--- src/rtl/dcr_pkg.sv ---
// Constants shared by the DMA control register block and its helpers
package dcr_pkg;

    // ------------------------------------------------------------------
    // Register indices as printed; byte address is four times the index
    // ------------------------------------------------------------------
    localparam logic [31:0] IDX_CTL_RESET   = 32'h0b000040;
    localparam logic [31:0] IDX_SEQ_IDLE    = 32'h0b000042;
    localparam logic [31:0] IDX_SEQ_ENABLE  = 32'h0b000044;
    localparam logic [31:0] IDX_CH_ENABLE   = 32'h0b000046;
    localparam logic [31:0] IDX_REQ_STATUS  = 32'h0b000048;
    localparam logic [31:0] IDX_IR_DIR      = 32'h0b00004a;

    localparam logic [31:0] ADDR_CTL_RESET  = IDX_CTL_RESET << 2;
    localparam logic [31:0] ADDR_SEQ_IDLE   = IDX_SEQ_IDLE << 2;
    localparam logic [31:0] ADDR_SEQ_ENABLE = IDX_SEQ_ENABLE << 2;
    localparam logic [31:0] ADDR_CH_ENABLE  = IDX_CH_ENABLE << 2;
    localparam logic [31:0] ADDR_REQ_STATUS = IDX_REQ_STATUS << 2;
    localparam logic [31:0] ADDR_IR_DIR     = IDX_IR_DIR << 2;

    // ------------------------------------------------------------------
    // Field positions within the 16-bit registers
    // ------------------------------------------------------------------
    localparam int BIT_CTL_RESET = 0;
    localparam int BIT_SEQ_EN    = 0;
    localparam int BIT_IDLE      = 0;
    localparam int BIT_AIN       = 3;
    localparam int BIT_AOUT      = 2;
    localparam int BIT_IR        = 0;
    localparam int BIT_IR_DIR    = 0;

    // ------------------------------------------------------------------
    // Reset values and channel numbering
    // ------------------------------------------------------------------
    localparam logic       RST_CTL_RESET = 1'b0;
    localparam logic       RST_SEQ_EN    = 1'b0;
    localparam logic [2:0] RST_CH_EN     = 3'h0;
    localparam logic       RST_IR_DIR    = 1'b0;
    localparam logic [2:0] RST_REQ       = 3'h0;

    localparam int NUM_CH  = 3;
    localparam int CH_AIN  = 2;     // Highest priority
    localparam int CH_AOUT = 1;
    localparam int CH_IR   = 0;     // Lowest priority

    localparam logic [1:0] HTRANS_NONSEQ = 2'h2;

    // Sequencer states, Gray along idle -> request -> transfer
    typedef enum logic [1:0] {
        DCR_IDLE = 2'h0,
        DCR_REQ  = 2'h1,
        DCR_XFER = 2'h3
    } dcr_state_t;

endpackage

--- src/rtl/dcr_chan_gate.sv ---
// Per-channel eligibility gate for the DMA control register block
`timescale 1ns/1ns
module dcr_chan_gate
    import dcr_pkg::*;
(
    input  wire logic run,
    input  wire logic chan_enable,
    input  wire logic chan_request,
    output wire logic eligible
);
    // A channel competes only while running, enabled and requesting
    assign eligible = run & chan_enable & chan_request;
endmodule

--- src/rtl/dcr_prio_arb.sv ---
// Fixed-priority arbiter, highest index wins
`timescale 1ns/1ns
module dcr_prio_arb
    import dcr_pkg::*;
#(
    parameter int N = NUM_CH
)
(
    input  wire logic [N-1:0] req,
    output logic      [N-1:0] gnt
);
    // Refuse a width that leaves the arbiter with no requester
    if (N < 1) begin : g_bad_n
        $error("dcr_prio_arb needs at least one requester");
    end

    // Scan upward so the highest requesting index is the last to win
    always_comb begin
        gnt = '0;
        for (int i = 0; i < N; i++) begin
            if (req[i]) begin
                gnt = '0;
                gnt[i] = 1'b1;
            end
        end
    end
endmodule

--- src/rtl/dcr_top.sv ---
// DMA control registers and request sequencer behind an AHB-Lite slave
//
// Functional notes
// - Sequencer operates only while the sequencer enable bit is one.
// - Reserved bits are ignored on write and read back as zero.
// - Audio-input requests are picked at idle only while its channel enable bit is one.
// - Audio-output requests are picked at idle only while its channel enable bit is one.
// - Infrared requests are picked at idle only while its channel enable bit is one.
// - Read-only bit shows a pending audio-input request.
// - Read-only bit shows a pending audio-output request.
// - Read-only bit shows a pending infrared request.
// - Infrared direction bit one moves peripheral to memory, zero reverse.
// - Fixed priority: audio input, then audio output, then infrared.
// - Controller reset bit zero holds the sequencer in reset.
// - Read-only idle bit is one while the sequencer is idle.
`timescale 1ns/1ns
module dcr_top
    import dcr_pkg::*;
(
    input  wire logic        hclk,
    input  wire logic        hresetn,
    input  wire logic        ce,
    // AHB-Lite slave
    input  wire logic        hsel,
    input  wire logic [31:0] haddr,
    input  wire logic [1:0]  htrans,
    input  wire logic        hwrite,
    input  wire logic [2:0]  hsize,
    input  wire logic [31:0] hwdata,
    input  wire logic        hready,
    output logic      [31:0] hrdata,
    output logic             hreadyout,
    output logic             hresp,
    // Peripheral requests and acknowledges
    input  wire logic        audio_in_request,
    input  wire logic        audio_out_request,
    input  wire logic        ir_request,
    output logic             audio_in_ack,
    output logic             audio_out_ack,
    output logic             ir_ack,
    output logic             xfer_to_memory,
    // Bus control unit handshake
    output logic             bus_request,
    input  wire logic        bus_grant
);

    // ------------------------------------------------------------------
    // Register state
    // ------------------------------------------------------------------
    logic             controller_reset_bit;
    logic             sequencer_enable_bit;
    logic             audio_in_channel_enable;
    logic             audio_out_channel_enable;
    logic             ir_channel_enable;
    logic             ir_direction_bit;
    logic [NUM_CH-1:0] req_seen;
    dcr_state_t       state;
    dcr_state_t       next_state;
    logic [NUM_CH-1:0] cur_ch;
    logic [NUM_CH-1:0] next_cur_ch;

    // ------------------------------------------------------------------
    // Bus pipeline state
    // ------------------------------------------------------------------
    logic        wr_pend;
    logic        rd_pend;
    logic [31:0] addr_q;

    // ------------------------------------------------------------------
    // Address phase decode
    // ------------------------------------------------------------------
    wire logic addr_take = hsel & hready & (htrans == HTRANS_NONSEQ);
    wire logic take_wr   = addr_take & hwrite;
    wire logic take_rd   = addr_take & ~hwrite;

    // Data phase register selects from the held address
    wire logic sel_ctl   = (addr_q == ADDR_CTL_RESET);
    wire logic sel_idle  = (addr_q == ADDR_SEQ_IDLE);
    wire logic sel_seq   = (addr_q == ADDR_SEQ_ENABLE);
    wire logic sel_chen  = (addr_q == ADDR_CH_ENABLE);
    wire logic sel_req   = (addr_q == ADDR_REQ_STATUS);
    wire logic sel_dir   = (addr_q == ADDR_IR_DIR);

    wire logic wr_ctl    = wr_pend & sel_ctl;
    wire logic wr_seq    = wr_pend & sel_seq;
    wire logic wr_chen   = wr_pend & sel_chen;
    wire logic wr_dir    = wr_pend & sel_dir;

    // ------------------------------------------------------------------
    // Read words; only defined bits are placed, the rest stay zero
    // ------------------------------------------------------------------
    wire logic        seq_idle = (state == DCR_IDLE);
    logic [15:0] rd_ctl;
    logic [15:0] rd_idle;
    logic [15:0] rd_seq;
    logic [15:0] rd_chen;
    logic [15:0] rd_req;
    logic [15:0] rd_dir;

    always_comb begin
        rd_ctl  = 16'h0000;
        rd_idle = 16'h0000;
        rd_seq  = 16'h0000;
        rd_chen = 16'h0000;
        rd_req  = 16'h0000;
        rd_dir  = 16'h0000;
        rd_ctl[BIT_CTL_RESET] = controller_reset_bit;
        rd_idle[BIT_IDLE]     = seq_idle;
        rd_seq[BIT_SEQ_EN]    = sequencer_enable_bit;
        rd_chen[BIT_AIN]      = audio_in_channel_enable;
        rd_chen[BIT_AOUT]     = audio_out_channel_enable;
        rd_chen[BIT_IR]       = ir_channel_enable;
        rd_req[BIT_AIN]       = req_seen[CH_AIN];
        rd_req[BIT_AOUT]      = req_seen[CH_AOUT];
        rd_req[BIT_IR]        = req_seen[CH_IR];
        rd_dir[BIT_IR_DIR]    = ir_direction_bit;
    end

    // Unmapped addresses read as zero
    wire logic [15:0] rd_mux = sel_ctl  ? rd_ctl  :
                               sel_idle ? rd_idle :
                               sel_seq  ? rd_seq  :
                               sel_chen ? rd_chen :
                               sel_req  ? rd_req  :
                               sel_dir  ? rd_dir  : 16'h0000;

    // ------------------------------------------------------------------
    // AHB-Lite handshake: writes finish with no wait, reads take one
    // ------------------------------------------------------------------
    // The read wait state lets a write just ahead of it land first, so
    // read-after-write never returns a stale word.
    always_ff @(posedge hclk or negedge hresetn) begin
        if (!hresetn) begin
            wr_pend   <= 1'b0;
            rd_pend   <= 1'b0;
            addr_q    <= 32'h00000000;
            hreadyout <= 1'b1;
            hrdata    <= 32'h00000000;
            hresp     <= 1'b0;
        end else if (ce) begin
            hresp <= 1'b0; // Always OKAY
            if (rd_pend) begin
                hrdata    <= {16'h0000, rd_mux};
                hreadyout <= 1'b1;
                rd_pend   <= 1'b0;
            end else begin
                wr_pend <= take_wr;
                rd_pend <= take_rd;
                if (addr_take) begin
                    addr_q <= haddr;
                end
                if (take_rd) begin
                    hreadyout <= 1'b0;
                end
            end
        end
    end

    // ------------------------------------------------------------------
    // Software-written control bits; reserved bits are dropped
    // ------------------------------------------------------------------
    always_ff @(posedge hclk or negedge hresetn) begin
        if (!hresetn) begin
            controller_reset_bit     <= RST_CTL_RESET;
            sequencer_enable_bit     <= RST_SEQ_EN;
            audio_in_channel_enable  <= RST_CH_EN[CH_AIN];
            audio_out_channel_enable <= RST_CH_EN[CH_AOUT];
            ir_channel_enable        <= RST_CH_EN[CH_IR];
            ir_direction_bit         <= RST_IR_DIR;
        end else if (ce) begin
            if (wr_ctl) begin
                controller_reset_bit <= hwdata[BIT_CTL_RESET];
            end
            if (wr_seq) begin
                sequencer_enable_bit <= hwdata[BIT_SEQ_EN];
            end
            if (wr_chen) begin
                audio_in_channel_enable  <= hwdata[BIT_AIN];
                audio_out_channel_enable <= hwdata[BIT_AOUT];
                ir_channel_enable        <= hwdata[BIT_IR];
            end
            if (wr_dir) begin
                ir_direction_bit <= hwdata[BIT_IR_DIR];
            end
        end
    end

    // ------------------------------------------------------------------
    // Request capture: peripherals share hclk, so one register suffices
    // ------------------------------------------------------------------
    always_ff @(posedge hclk or negedge hresetn) begin
        if (!hresetn) begin
            req_seen <= RST_REQ;
        end else if (ce) begin
            req_seen[CH_AIN]  <= audio_in_request;
            req_seen[CH_AOUT] <= audio_out_request;
            req_seen[CH_IR]   <= ir_request;
        end
    end

    // ------------------------------------------------------------------
    // Channel gating and priority
    // ------------------------------------------------------------------
    // Controller reset bit low acts as a held reset of the sequencer
    wire logic run = sequencer_enable_bit & controller_reset_bit;

    logic [NUM_CH-1:0] ch_enable;
    logic [NUM_CH-1:0] eligible;
    logic [NUM_CH-1:0] winner;

    assign ch_enable[CH_AIN]  = audio_in_channel_enable;
    assign ch_enable[CH_AOUT] = audio_out_channel_enable;
    assign ch_enable[CH_IR]   = ir_channel_enable;

    for (genvar g = 0; g < NUM_CH; g++) begin : g_gate
        dcr_chan_gate u_gate (
            .run          (run),
            .chan_enable  (ch_enable[g]),
            .chan_request (req_seen[g]),
            .eligible     (eligible[g])
        );
    end

    dcr_prio_arb #(
        .N (NUM_CH)
    ) u_arb (
        .req (eligible),
        .gnt (winner)
    );

    // ------------------------------------------------------------------
    // Sequencer next state
    // ------------------------------------------------------------------
    // Priority is fixed at the idle point; a later, higher request waits
    // for the next round rather than pre-empting a granted bus cycle.
    always_comb begin
        next_state  = state;
        next_cur_ch = cur_ch;
        unique case (state)
            DCR_IDLE: begin
                if (|eligible) begin
                    next_state  = DCR_REQ;
                    next_cur_ch = winner;
                end
            end
            DCR_REQ: begin
                if (!run) begin
                    next_state = DCR_IDLE;
                end else if (bus_grant) begin
                    next_state = DCR_XFER;
                end
            end
            DCR_XFER: begin
                next_state = DCR_IDLE;
            end
            default: begin
                next_state = DCR_IDLE;
            end
        endcase
    end

    // Direction of the transfer under way
    wire logic next_to_mem = next_cur_ch[CH_AIN] |
                             (next_cur_ch[CH_IR] & ir_direction_bit);

    wire logic to_xfer = (next_state == DCR_XFER) & (state != DCR_XFER);

    // ------------------------------------------------------------------
    // Sequencer registers and outputs
    // ------------------------------------------------------------------
    always_ff @(posedge hclk or negedge hresetn) begin
        if (!hresetn) begin
            state          <= DCR_IDLE;
            cur_ch         <= '0;
            bus_request    <= 1'b0;
            audio_in_ack   <= 1'b0;
            audio_out_ack  <= 1'b0;
            ir_ack         <= 1'b0;
            xfer_to_memory <= 1'b0;
        end else if (ce) begin
            if (!controller_reset_bit) begin
                state       <= DCR_IDLE;
                cur_ch      <= '0;
                bus_request <= 1'b0;
            end else begin
                state       <= next_state;
                cur_ch      <= next_cur_ch;
                bus_request <= (next_state == DCR_REQ);
            end
            // One-cycle acknowledge to the served unit
            audio_in_ack   <= controller_reset_bit & to_xfer & next_cur_ch[CH_AIN];
            audio_out_ack  <= controller_reset_bit & to_xfer & next_cur_ch[CH_AOUT];
            ir_ack         <= controller_reset_bit & to_xfer & next_cur_ch[CH_IR];
            xfer_to_memory <= next_to_mem;
        end
    end

    // Size is fixed at word; other sizes are served as word accesses
    wire logic unused_hsize = |hsize;

endmodule

--- config.mk ---
export PLATFORM = sky130hd
export DESIGN_NAME = dcr_top
export DESIGN_NICKNAME = d
export VERILOG_FILES = /design/src/rtl/dcr_pkg.sv /design/src/rtl/dcr_chan_gate.sv /design/src/rtl/dcr_prio_arb.sv /design/src/rtl/dcr_top.sv
export SDC_FILE = /design/constraint.sdc
export NUM_CORES = 1
export LEC_CHECK = 0
export BUFFER_PORTS_ARGS = -buffer_cell sky130_fd_sc_hd__buf_2
export CORE_ASPECT_RATIO = 1.75
export CORE_UTILIZATION = 23
export DETAILED_ROUTE_END_ITERATION = 8
export GPL_TIMING_DRIVEN = 0
export SYNTH_ARGS = -nofsm -noshare
export SYNTH_HDL_FRONTEND = slang
export SYNTH_SLANG_ARGS = --single-unit
--- constraint.sdc ---
create_clock -name hclk -period 1.9 [get_ports hclk]
set_input_delay 0.19 -clock hclk [delete_from_list [all_inputs] [get_ports hclk]]
set_output_delay 0.19 -clock hclk [all_outputs]
set_load 0.02 [all_outputs]
==> results of run 1 <==
[worst max-delay path by stage]
stage | endpoint | slack, ns | cells past startpoint
finish | ir_channel_enable | 0.04 | 5
global route | audio_out_channel_enable | -0.04 | 5
CTS | sequencer_enable_bit | -0.002 | 4
detailed placement | audio_out_channel_enable | -0.07 | 4
global placement | sequencer_enable_bit | -0.04 | 4
floorplan | audio_in_channel_enable | 0.27 | 4
[cell families (layout without fill, tap and decap cells)]
family / after synthesis / after routing / share of synthesized area, %
AOI/OAI and AO/OA: 33 / 33 / 8.42
buffers and inverters: 45 / 118 / 10.3
DFF: 57 / 57 / 51.1
muxes: 41 / 41 / 16.5
other: 1 / 30 / 0.134
and+or+nand+nor: 56 / 56 / 13.5
[metal layers]
| metal | track usage (%) | wire length (um) | up-vias |
|---|---|---|---|
| li1 | - | - | 980 |
| met1 | 11.1 | 2440 | 1001 |
| met2 | 22.7 | 3910 | 77 |
| met3 | 4.02 | 349 | 10 |
| met4 | 5.17 | 118 | 0 |
| met5 | 0 | 0 | - |
[stage by stage]
stage | std cells | TNS (ns)
4_1_cts | 467 | -0.00191
3_3_place_gp | 451 | -0.277
3_5_place_dp | 451 | -0.349
6_report | 470 | 0
2_1_floorplan | 262 | 0
5_1_grt | 470 | -0.119
[layout make-up]
class                      count  area [um^2]  area share, %
clock buffer                   9          225           6.01
clock inverter                 7         71.3           1.90
multi-input combinational    160         1260           33.7
buffer                        38          262           6.98
inverter                       7         26.3          0.702
tap                          135          169           4.51
sequential                    57         1430           38.1
timing repair buffer          57          302           8.05
[registers in the layout (all words and copies together) (netlist names), 2 cells and up]
signal and count:
addr_q 32, cur_ch 3, hrdata 3, req_seen 3
state 2
[placed cells by master (no fill, tap or decap), types with 3 or more instances in the layout]
cell type,n
nor4_2,5
a22oi_1,3
and2_1,3
clkinvlp_4,3
clkbuf_16,9
and4bb_2,3
buf_4,32
a22o_1,5
nor2_1,8
o21ai_0,4
o2bb2ai_1,4
conb_1,30
a21oi_1,5
nand2_1,11
mux2_2,38
nor2b_1,3
buf_2,58
clkbuf_1,3
nor4_1,3
mux2_4,3
inv_1,7
dfrtp_1,56
[power breakdown]
part | leakage, nW | total, mW | switching [mW] | internal [mW]
Combinational | 0.903 | 0.595 | 0.291 | 0.303
Sequential | 0.727 | 1.55 | 0.149 | 1.40
Clock | 0.137 | 1.59 | 0.581 | 1.01
[repair_timing]
item / in CTS / in global routing
hold endpoints to repair: 0 / 23
endpoints found under the setup margin: 12 / 6
resized for setup: 3 / 11
gates cloned: 0 / 0
pin swaps: 3 / 4
hold buffers: 0 / 1
buffers inserted: 0 / 2
==> out/qor.txt, run 1 <==
=================================================================================
Count of boundary I/O pins .........................................          118
Detailed-route DRC error count .....................................            0
Result of the run ..................................................    completed
Fin area ........................................................... 0.00374 mm^2
Main flop type after synthesis .....................................      dfrtp_1
Final Worst Setup Slack ............................................    0.0355 ns
Clock tree buffer depth ............................................            2
Wire length of the first global-routing pass .......................      11.0 mm
Capturing element type of the critical path ........................    flip-flop
Worst setup SP type ................................................    flip-flop
Data arrival time of the worst path ................................      2.07 ns
Clock slew seen by the registers of the worst setup and hold paths .      0.05 ns
Die boundary height ................................................       148 um
HP Class ........................................................... input pin to flip-flop
Width of the die ...................................................      85.3 um
Pin count of the biggest net entering global routing ...............           58
Crit path time final ...............................................      1.86 ns
Share of the core filled with cells in the final layout ............        32.0%
Total of max-cap violations ........................................            0
Post-synthesis cell type count .....................................           45
Routed Wire Length .................................................      6.82 mm
Count of pins over their slew limit ................................            0
Unrepaired setup endpoints after global routing ....................          yes
Total count of hold-check failures in the final report .............            0
Most numerous cell in the Yosys netlist ............................      dfrtp_1
Source of the worst hold timing path ............................... audio_in_request
Antenna violations before repair ...................................            0
TritonCTS buffer count .............................................            9
Pre-CTS setup slack ................................................   -0.0668 ns
Post-synthesis average cell area ...................................    12.0 um^2
Total gr overflow ..................................................            0
Setup clock skew after layout ......................................   0.00804 ns
Launching point of the worst reg2reg path ..........................    addr_q[1]
Data required, critical path .......................................      2.11 ns
Slowest library cell on the worst path .............................      dfrtp_1
Share of async-settable or async-resettable flops after synthesis ..         100%
Total iterations of the first detailed-routing run .................            4
Slew HR ............................................................        51.2%
Setup CP Type ...................................................... flip-flop to flip-flop
Overall power of the completed layout ..............................      3.73 mW
Fmax achieved ......................................................      536 MHz
Cell row count .....................................................           52
Number of synthesized register bits ................................           57
Pwr/cell area ......................................................  997 mW/mm^2
TritonCTS sink count ...............................................           57
Core Region ........................................................  0.0117 mm^2
Number of cells traversed by the worst register-to-register path ...            5
Number of buffer cells added on primary ports ......................           54
Detailed router's first-iteration violation count ..................          104
Post-Place Cell Area ............................................... 0.00334 mm^2
Crit share post-route ..............................................        98.1%
Final setup violation count ........................................            0
Number of diodes ...................................................            0
Area leader, netlist ...............................................      dfrtp_1
Critical Path Max Stage Delay ......................................      0.41 ns
Ratio of cells with drive above 1 in the final layout ..............        49.3%
Crit-path cells .................................................... nor4_4 -> nand4_4 -> nor4b_4 -> buf_4 -> mux2_4
Number of warnings printed during yosys synthesis ..................            0
TritonCTS clock tree ...............................................        built
Fraction of synthesized cell area taken by the top area cell type ..        50.2%
Number of nets at the end of the flow ..............................          409
Vias per std cell ..................................................         4.40
CTS Root Cell ......................................................    clkbuf_16
Number of synthesized flops with an enable pin .....................            0
Count of filler cells inserted in the layout .......................        1,231
Smallest hold slack ................................................    0.0865 ns
Cell family with most CP delay ..................................... simple AND/OR/NAND/NOR gates
Reg2reg setup slack ................................................      0.04 ns
Layout-stage area growth over the synthesis result .................        34.0%
Vias in the first global route .....................................        2,160
Portion of the post-synthesis area used by sequential elements .....        51.1%
Post-synthesis instance total ......................................          233
Area enclosed by the die boundary ..................................  0.0126 mm^2
Starting density of the core .......................................        23.9%
Crit path from .....................................................    addr_q[1]
Area of the mapped netlist ......................................... 0.00279 mm^2
Final HPWL from detailed placement .................................      5.09 mm
Transition time at the pin with the least slew margin ..............     0.732 ns
Worst-path fanout max ..............................................            3
GR Util All Layers .................................................        11.8%
Antenna Violating Nets Remaining ...................................            0
Number of stages on the worst hold path ............................            2
Leakage power of the design ........................................      1.77 nW
Max IR drop VDD ....................................................     0.773 mV
Crit path buffers/inverters ........................................            1
Leading post-synthesis cells by cell area .......................... dfrtp_1, mux2_2, buf_4
H-tree levels ......................................................            3
Top post-synthesis cells by count .................................. dfrtp_1, mux2_2, buf_4, nand2_1
Overall via count from detail_route ................................        2,068
Mean routed wirelength per cell ....................................      14.5 um
Capturing point of the worst reg2reg path .......................... ir_channel_enable
Clock latency on the worst-skew pair ...............................      0.33 ns
End of the worst hold path .........................................  req_seen[2]
Routability cong. ..................................................        0.811
=================================================================================
(Power assumes the default switching activity.)
==> inputs of run 2 (changes only) <==
--- a/config.mk
+++ b/config.mk
@@ -5,9 +5,11 @@
 export SDC_FILE = /design/constraint.sdc
 export NUM_CORES = 1
 export LEC_CHECK = 0
-export BUFFER_PORTS_ARGS = -buffer_cell sky130_fd_sc_hd__buf_2
+export BUFFER_PORTS_ARGS = -buffer_cell sky130_fd_sc_hd__clkbuf_2
+export CAP_MARGIN = 20
 export CORE_ASPECT_RATIO = 1.75
 export CORE_UTILIZATION = 23
+export CTS_CLUSTER_SIZE = 16
 export DETAILED_ROUTE_END_ITERATION = 8
 export GPL_TIMING_DRIVEN = 0
 export SYNTH_ARGS = -nofsm -noshare
==> out/qor.txt, run 2 (synthesized netlist as in run 1, its figures left out) <==
=================================================================================
Count of pins over their slew limit ................................            0   unchanged
Worst-path fanout max ..............................................            4   +1
Clock slew seen by the registers of the worst setup and hold paths .      0.05 ns   about the same
Core Region ........................................................  0.0117 mm^2   unchanged
Smallest hold slack ................................................   -0.0251 ns   -0.112 ns
Starting density of the core .......................................        23.9%   unchanged
Share of the core filled with cells in the final layout ............        31.9%   -0.043 points
H-tree levels ......................................................            3   unchanged
TritonCTS sink count ...............................................           57   unchanged
Fin area ........................................................... 0.00374 mm^2   -0.13%
Vias in the first global route .....................................        2,185   +1.2%
CTS Hold Bufs ......................................................            0   unchanged
Post-Place Cell Area ............................................... 0.00334 mm^2   about the same
Mean routed wirelength per cell ....................................      14.2 um   -1.9%
Number of buffer cells added on primary ports ......................           54   unchanged
Layout-stage area growth over the synthesis result .................        33.9%
Reg2reg setup slack ................................................      0.05 ns   about the same
Vias per std cell ..................................................         4.39   -0.24%
Count of boundary I/O pins .........................................          118   unchanged
Number of nets at the end of the flow ..............................          409   unchanged
Pre-CTS setup slack ................................................   -0.0880 ns   -0.0212 ns
Area enclosed by the die boundary ..................................  0.0126 mm^2   unchanged
Transition time at the pin with the least slew margin ..............     0.793 ns   +0.0611 ns
Cell count after placement .........................................          451   unchanged
TritonCTS clock tree ...............................................        built
Capturing element type of the critical path ........................    flip-flop
Wire length of the first global-routing pass .......................      10.8 mm   -1.7%
Routability cong. ..................................................        0.811   about the same
Largest register by flop count .....................................       addr_q
Final HPWL from detailed placement .................................      5.18 mm   +1.7%
Count of filler cells inserted in the layout .......................        1,226   -0.41%
Overall power of the completed layout ..............................      3.75 mW   +0.38%
Setup CP Type ...................................................... flip-flop to flip-flop
Most common library cell in the layout ignoring fill and taps ......      dfrtp_1
Setup TNS ..........................................................         0 ns   unchanged
Max IR drop VDD ....................................................     0.598 mV   -23%
Leakage power of the design ........................................      1.77 nW   +0.36%
Cell row count .....................................................           52   unchanged
HP Class ........................................................... input pin to asynchronous set/reset pin
Antenna Violating Nets Remaining ...................................            0   unchanged
Number of cells traversed by the worst register-to-register path ...            5   unchanged
Total iterations of the first detailed-routing run .................            4   unchanged
Data arrival time of the worst path ................................      2.06 ns   about the same
Slew HR ............................................................        47.1%   -4.1 points
Pwr/cell area ...................................................... 1000 mW/mm^2   +0.52%
Clock tree buffer depth ............................................            2   unchanged
Crit share post-route ..............................................        97.4%   -0.76 points
Launching point of the worst reg2reg path ..........................    addr_q[1]
Number of diodes ...................................................            0   unchanged
Total count of hold-check failures in the final report .............           51   +51
Detailed-route DRC error count .....................................            0   unchanged
Clock latency on the worst-skew pair ...............................      0.33 ns   about the same
Antenna violations before repair ...................................            0   unchanged
Final Worst Setup Slack ............................................    0.0499 ns   +0.0144 ns
Highest-count cells in the layout ignoring fill and taps ........... dfrtp_1, clkbuf_2, mux2_2, buf_4, conb_1
Detailed router's first-iteration violation count ..................           71   -32%
TritonCTS buffer count .............................................            9   unchanged
Result of the run .................................................. complete, but fails checks
Total of max-cap violations ........................................            0   unchanged
Die boundary height ................................................       148 um   unchanged
Setup clock skew after layout ......................................   0.00506 ns   -0.00298 ns
Total gr overflow ..................................................            0   unchanged
GR Util All Layers .................................................        11.6%   -0.27 points
Max reg flops ......................................................           32   unchanged
Worst setup SP type ................................................    flip-flop
Violations in the final reports .................................... negative hold slack
Crit path time final ...............................................      1.85 ns   -0.0144 ns
Capturing point of the worst reg2reg path .......................... audio_in_channel_enable
Width of the die ...................................................      85.3 um   unchanged
Overall via count from detail_route ................................        2,063   -0.24%
Data required, critical path .......................................      2.11 ns   about the same
Fmax achieved ......................................................      540 MHz   +0.78%
Ratio of cells with drive above 1 in the final layout ..............        49.3%   unchanged
CTS Root Cell ......................................................    clkbuf_16
Pin count of the biggest net entering global routing ...............           58   unchanged
Routed Wire Length .................................................      6.68 mm   -1.9%
Final setup violation count ........................................            0   unchanged
Non-filler cells, final ............................................          470   unchanged
=================================================================================
run 2: timing repair:
item / 4_1_cts / 5_1_grt
setup buffers: 1 / 2
hold endpoints to repair: 0 / 0
gates resized for setup: 2 / 12
pin swaps: 2 / 5
setup endpoints to repair: 14 / 6
run 2: how the worst max path moves through the flow:
stage / endpoint / from / slack [ns]
floorplan: audio_in_channel_enable / addr_q[9] / 0.27
CTS: audio_out_channel_enable / addr_q[9] / -0.02
global route: audio_in_channel_enable / addr_q[1] / -0.02
finish: audio_in_channel_enable / addr_q[1] / 0.05
global placement: audio_out_channel_enable / addr_q[12] / -0.05
detailed placement: audio_out_channel_enable / addr_q[12] / -0.09
run 2: layout make-up:
class	count	area (um^2)	area share (%)
sequential	57	1430	38.2
clock inverter	5	55.1	1.47
clock buffer	11	243	6.49
inverter	7	26.3	0.703
timing repair buffer	57	299	8.00
multi-input combinational	160	1260	33.6
tap	135	169	4.52
buffer	38	262	6.99
run 2: power by group:
group	switching (mW)	internal, mW
sequential	0.159	1.40
combinational	0.289	0.306
clock	0.548	1.04
total	0.997	2.75
run 2: layer usage:
metal / wire length (um) / track usage [%] / up-vias / part of all wire (%)
met5: 0 / 0 / - / 0
met4: 196 / 6.67 / 0 / 2.9
met3: 316 / 3.29 / 15 / 4.7
met2: 3820 / 22.3 / 73 / 57
met1: 2350 / 10.5 / 994 / 35
li1: - / - / 981 / -
run 2: critical path, stage by stage, from the launching register on:
cell and delay, ns:
dfrtp_1 0.40, nor4_4 0.40, nand4_4 0.18, nor4b_4 0.24, buf_4 0.18, mux2_2 0.32
==> inputs of run 3 (changes only) <==
--- a/config.mk
+++ b/config.mk
@@ -7,7 +7,7 @@
 export LEC_CHECK = 0
 export BUFFER_PORTS_ARGS = -buffer_cell sky130_fd_sc_hd__clkbuf_2
 export CAP_MARGIN = 20
-export CORE_ASPECT_RATIO = 1.75
+export CORE_ASPECT_RATIO = 1.25
 export CORE_UTILIZATION = 23
 export CTS_CLUSTER_SIZE = 16
 export DETAILED_ROUTE_END_ITERATION = 8
==> out/qor.txt, run 3 (synthesized netlist as in run 1, its figures left out) <==
=================================================================================
Mean routed wirelength per cell ....................................      12.8 um   -9.7%
Final setup violation count ........................................            0   unchanged
Cell family with most CP delay ..................................... simple AND/OR/NAND/NOR gates
Count of filler cells inserted in the layout .......................        1,219   -0.57%
TritonCTS clock tree ...............................................        built
Number of buffer cells added on primary ports ......................           54   unchanged
Data arrival time of the worst path ................................      2.02 ns   -0.04 ns
Crit path time final ...............................................      1.83 ns   -0.0200 ns
Slowest library cell on the worst path .............................      dfrtp_1
Slew HR ............................................................        48.3%   +1.2 points
Critical Path Max Stage Delay ......................................      0.40 ns   about the same
Layout-stage area growth over the synthesis result .................        32.9%
Pwr/cell area ......................................................  990 mW/mm^2   -1.2%
Data required, critical path .......................................      2.09 ns   -0.02 ns
Vias per std cell ..................................................         4.12   -6.1%
CTS Hold Bufs ......................................................            0   unchanged
Pin count of the biggest net entering global routing ...............           58   unchanged
Total iterations of the first detailed-routing run .................            4   unchanged
CTS Root Cell ......................................................    clkbuf_16
HP Class ........................................................... input pin to asynchronous set/reset pin
Routed Wire Length .................................................      6.33 mm   -5.3%
Unrepaired setup endpoints after global routing ....................          yes
Vias in the first global route .....................................        2,008   -8.1%
Fmax achieved ......................................................      546 MHz   +1.1%
Count of pins over their slew limit ................................            0   unchanged
Sequential cell area ............................................... 0.00143 mm^2   about the same
Smallest hold slack ................................................   -0.0127 ns   +0.0124 ns
Capturing element type of the critical path ........................    flip-flop
Width of the die ...................................................       101 um   +18%
Setup repair bufs after CTS ........................................            0   -1
Overall via count from detail_route ................................        2,032   -1.5%
Total of max-cap violations ........................................            0   unchanged
Violations in the final reports .................................... negative hold slack
Final HPWL from detailed placement .................................      4.81 mm   -7.0%
Crit-path cells .................................................... nor4_4 -> nand4_4 -> nor4b_4 -> mux2_2
Total area of multi-input combinational cells ...................... 0.00123 mm^2   -2.0%
Cell row count .....................................................           44   -15%
Antenna Violating Nets Remaining ...................................            0   unchanged
Core Region ........................................................  0.0117 mm^2   +0.13%
Count of boundary I/O pins .........................................          118   unchanged
Largest register by flop count .....................................       addr_q
Number of nets at the end of the flow ..............................          406   -0.73%
Clock tree buffer depth ............................................            2   unchanged
Transition time at the pin with the least slew margin ..............     0.775 ns   -0.0182 ns
Wire length of the first global-routing pass .......................      10.2 mm   -6.0%
Logic depth of the worst path, buffers included ....................            4   -1
Detailed-route DRC error count .....................................            0   unchanged
Antenna violations before repair ...................................            0   unchanged
Most common library cell in the layout ignoring fill and taps ......      dfrtp_1
Max reg flops ......................................................           32   unchanged
Routability cong. ..................................................        0.753   -7.1%
Setup clock skew after layout ......................................   0.00533 ns   +0.000264 ns
Leakage power of the design ........................................      1.74 nW   -1.7%
Reg2reg setup slack ................................................      0.07 ns   +0.02 ns
Clock latency on the worst-skew pair ...............................      0.31 ns   -0.02 ns
TritonCTS buffer count .............................................            9   unchanged
Starting density of the core .......................................        23.8%   -0.031 points
Total count of hold-check failures in the final report .............           36   -29%
Result of the run .................................................. complete, but fails checks
Die boundary height ................................................       125 um   -15%
Max IR drop VDD ....................................................     0.723 mV   +21%
Number of diodes ...................................................            0   unchanged
Highest-count cells in the layout ignoring fill and taps ........... dfrtp_1, clkbuf_2, mux2_2, buf_4, conb_1
Crit path buffers/inverters ........................................            0   -1
H-tree levels ......................................................            3   unchanged
Setup CP Type ...................................................... flip-flop to flip-flop
GR Util All Layers .................................................        10.7%   -0.81 points
Detailed router's first-iteration violation count ..................           43   -39%
Overall power of the completed layout ..............................      3.68 mW   -1.9%
TritonCTS sink count ...............................................           57   unchanged
Ratio of cells with drive above 1 in the final layout ..............        47.9%   -1.4 points
Worst-path fanout max ..............................................            4   unchanged
Number of cells traversed by the worst register-to-register path ...            4   -1
Area enclosed by the die boundary ..................................  0.0126 mm^2   -0.11%
Clock slew seen by the registers of the worst setup and hold paths .      0.05 ns   about the same
Worst setup SP type ................................................    flip-flop
Crit share post-route ..............................................        96.3%   -1.1 points
Total gr overflow ..................................................            0   unchanged
=================================================================================
## run 3: final timing paths
path,endpoint,from
max,audio_out_channel_enable,addr_q[1]
min,xfer_to_memory,hresetn
max reg2reg,audio_out_channel_enable,addr_q[1]
min reg2reg,bus_request,bus_request
min in group hclk,hreadyout,hwrite
max in group asynchronous,addr_q[27],hresetn
## run 3: power by group
| part | internal [mW] | switching, mW |
|---|---|---|
| clock network | 1.04 | 0.505 |
| logic | 0.300 | 0.282 |
| registers | 1.40 | 0.144 |
| total | 2.74 | 0.931 |
## run 3: cell type report
cell class	instances	share of cell area, %
repair buffers	54	7.35
plain buffers	38	7.04
clock inverters	3	1.08
inverters	7	0.708
multi-input cells	160	33.2
well taps	161	5.43
flip-flops and latches	57	38.5
clock buffers	13	6.74
## run 3: what timing repair did
action                                  in CTS  in global routing
gates resized for setup                      0                  8
endpoints found under the setup margin       0                 16
endpoints found under the hold margin        0                  0
## run 3: layer usage
layer | routed length (um) | vias up | global-route usage (%)
li1 | - | 982 | -
met1 | 2620 | 966 | 12.5
met2 | 3280 | 79 | 18.3
met3 | 374 | 5 | 4.02
met4 | 59 | 0 | 3.07
met5 | 0 | - | 0
## run 3: per-stage QoR
stage	area [um^2]	TNS, ns	worst slack (ns)	instances	util, %
floorplan	2900	0	0.266	262	-
global placement	3370	0	0.0581	477	28.8
detailed placement	3380	0	0.0497	477	28.8
CTS	3670	0	0.0293	493	31.3
global route	3710	-0.0940	-0.0276	493	31.7
finish	3710	0	0.0699	493	31.7
## run 3: worst reg2reg max path, cell delays in order, from the launching register on
cell,delay (ns)
dfrtp_1,0.40
nor4_4,0.36
nand4_4,0.18
nor4b_4,0.39
mux2_2,0.38
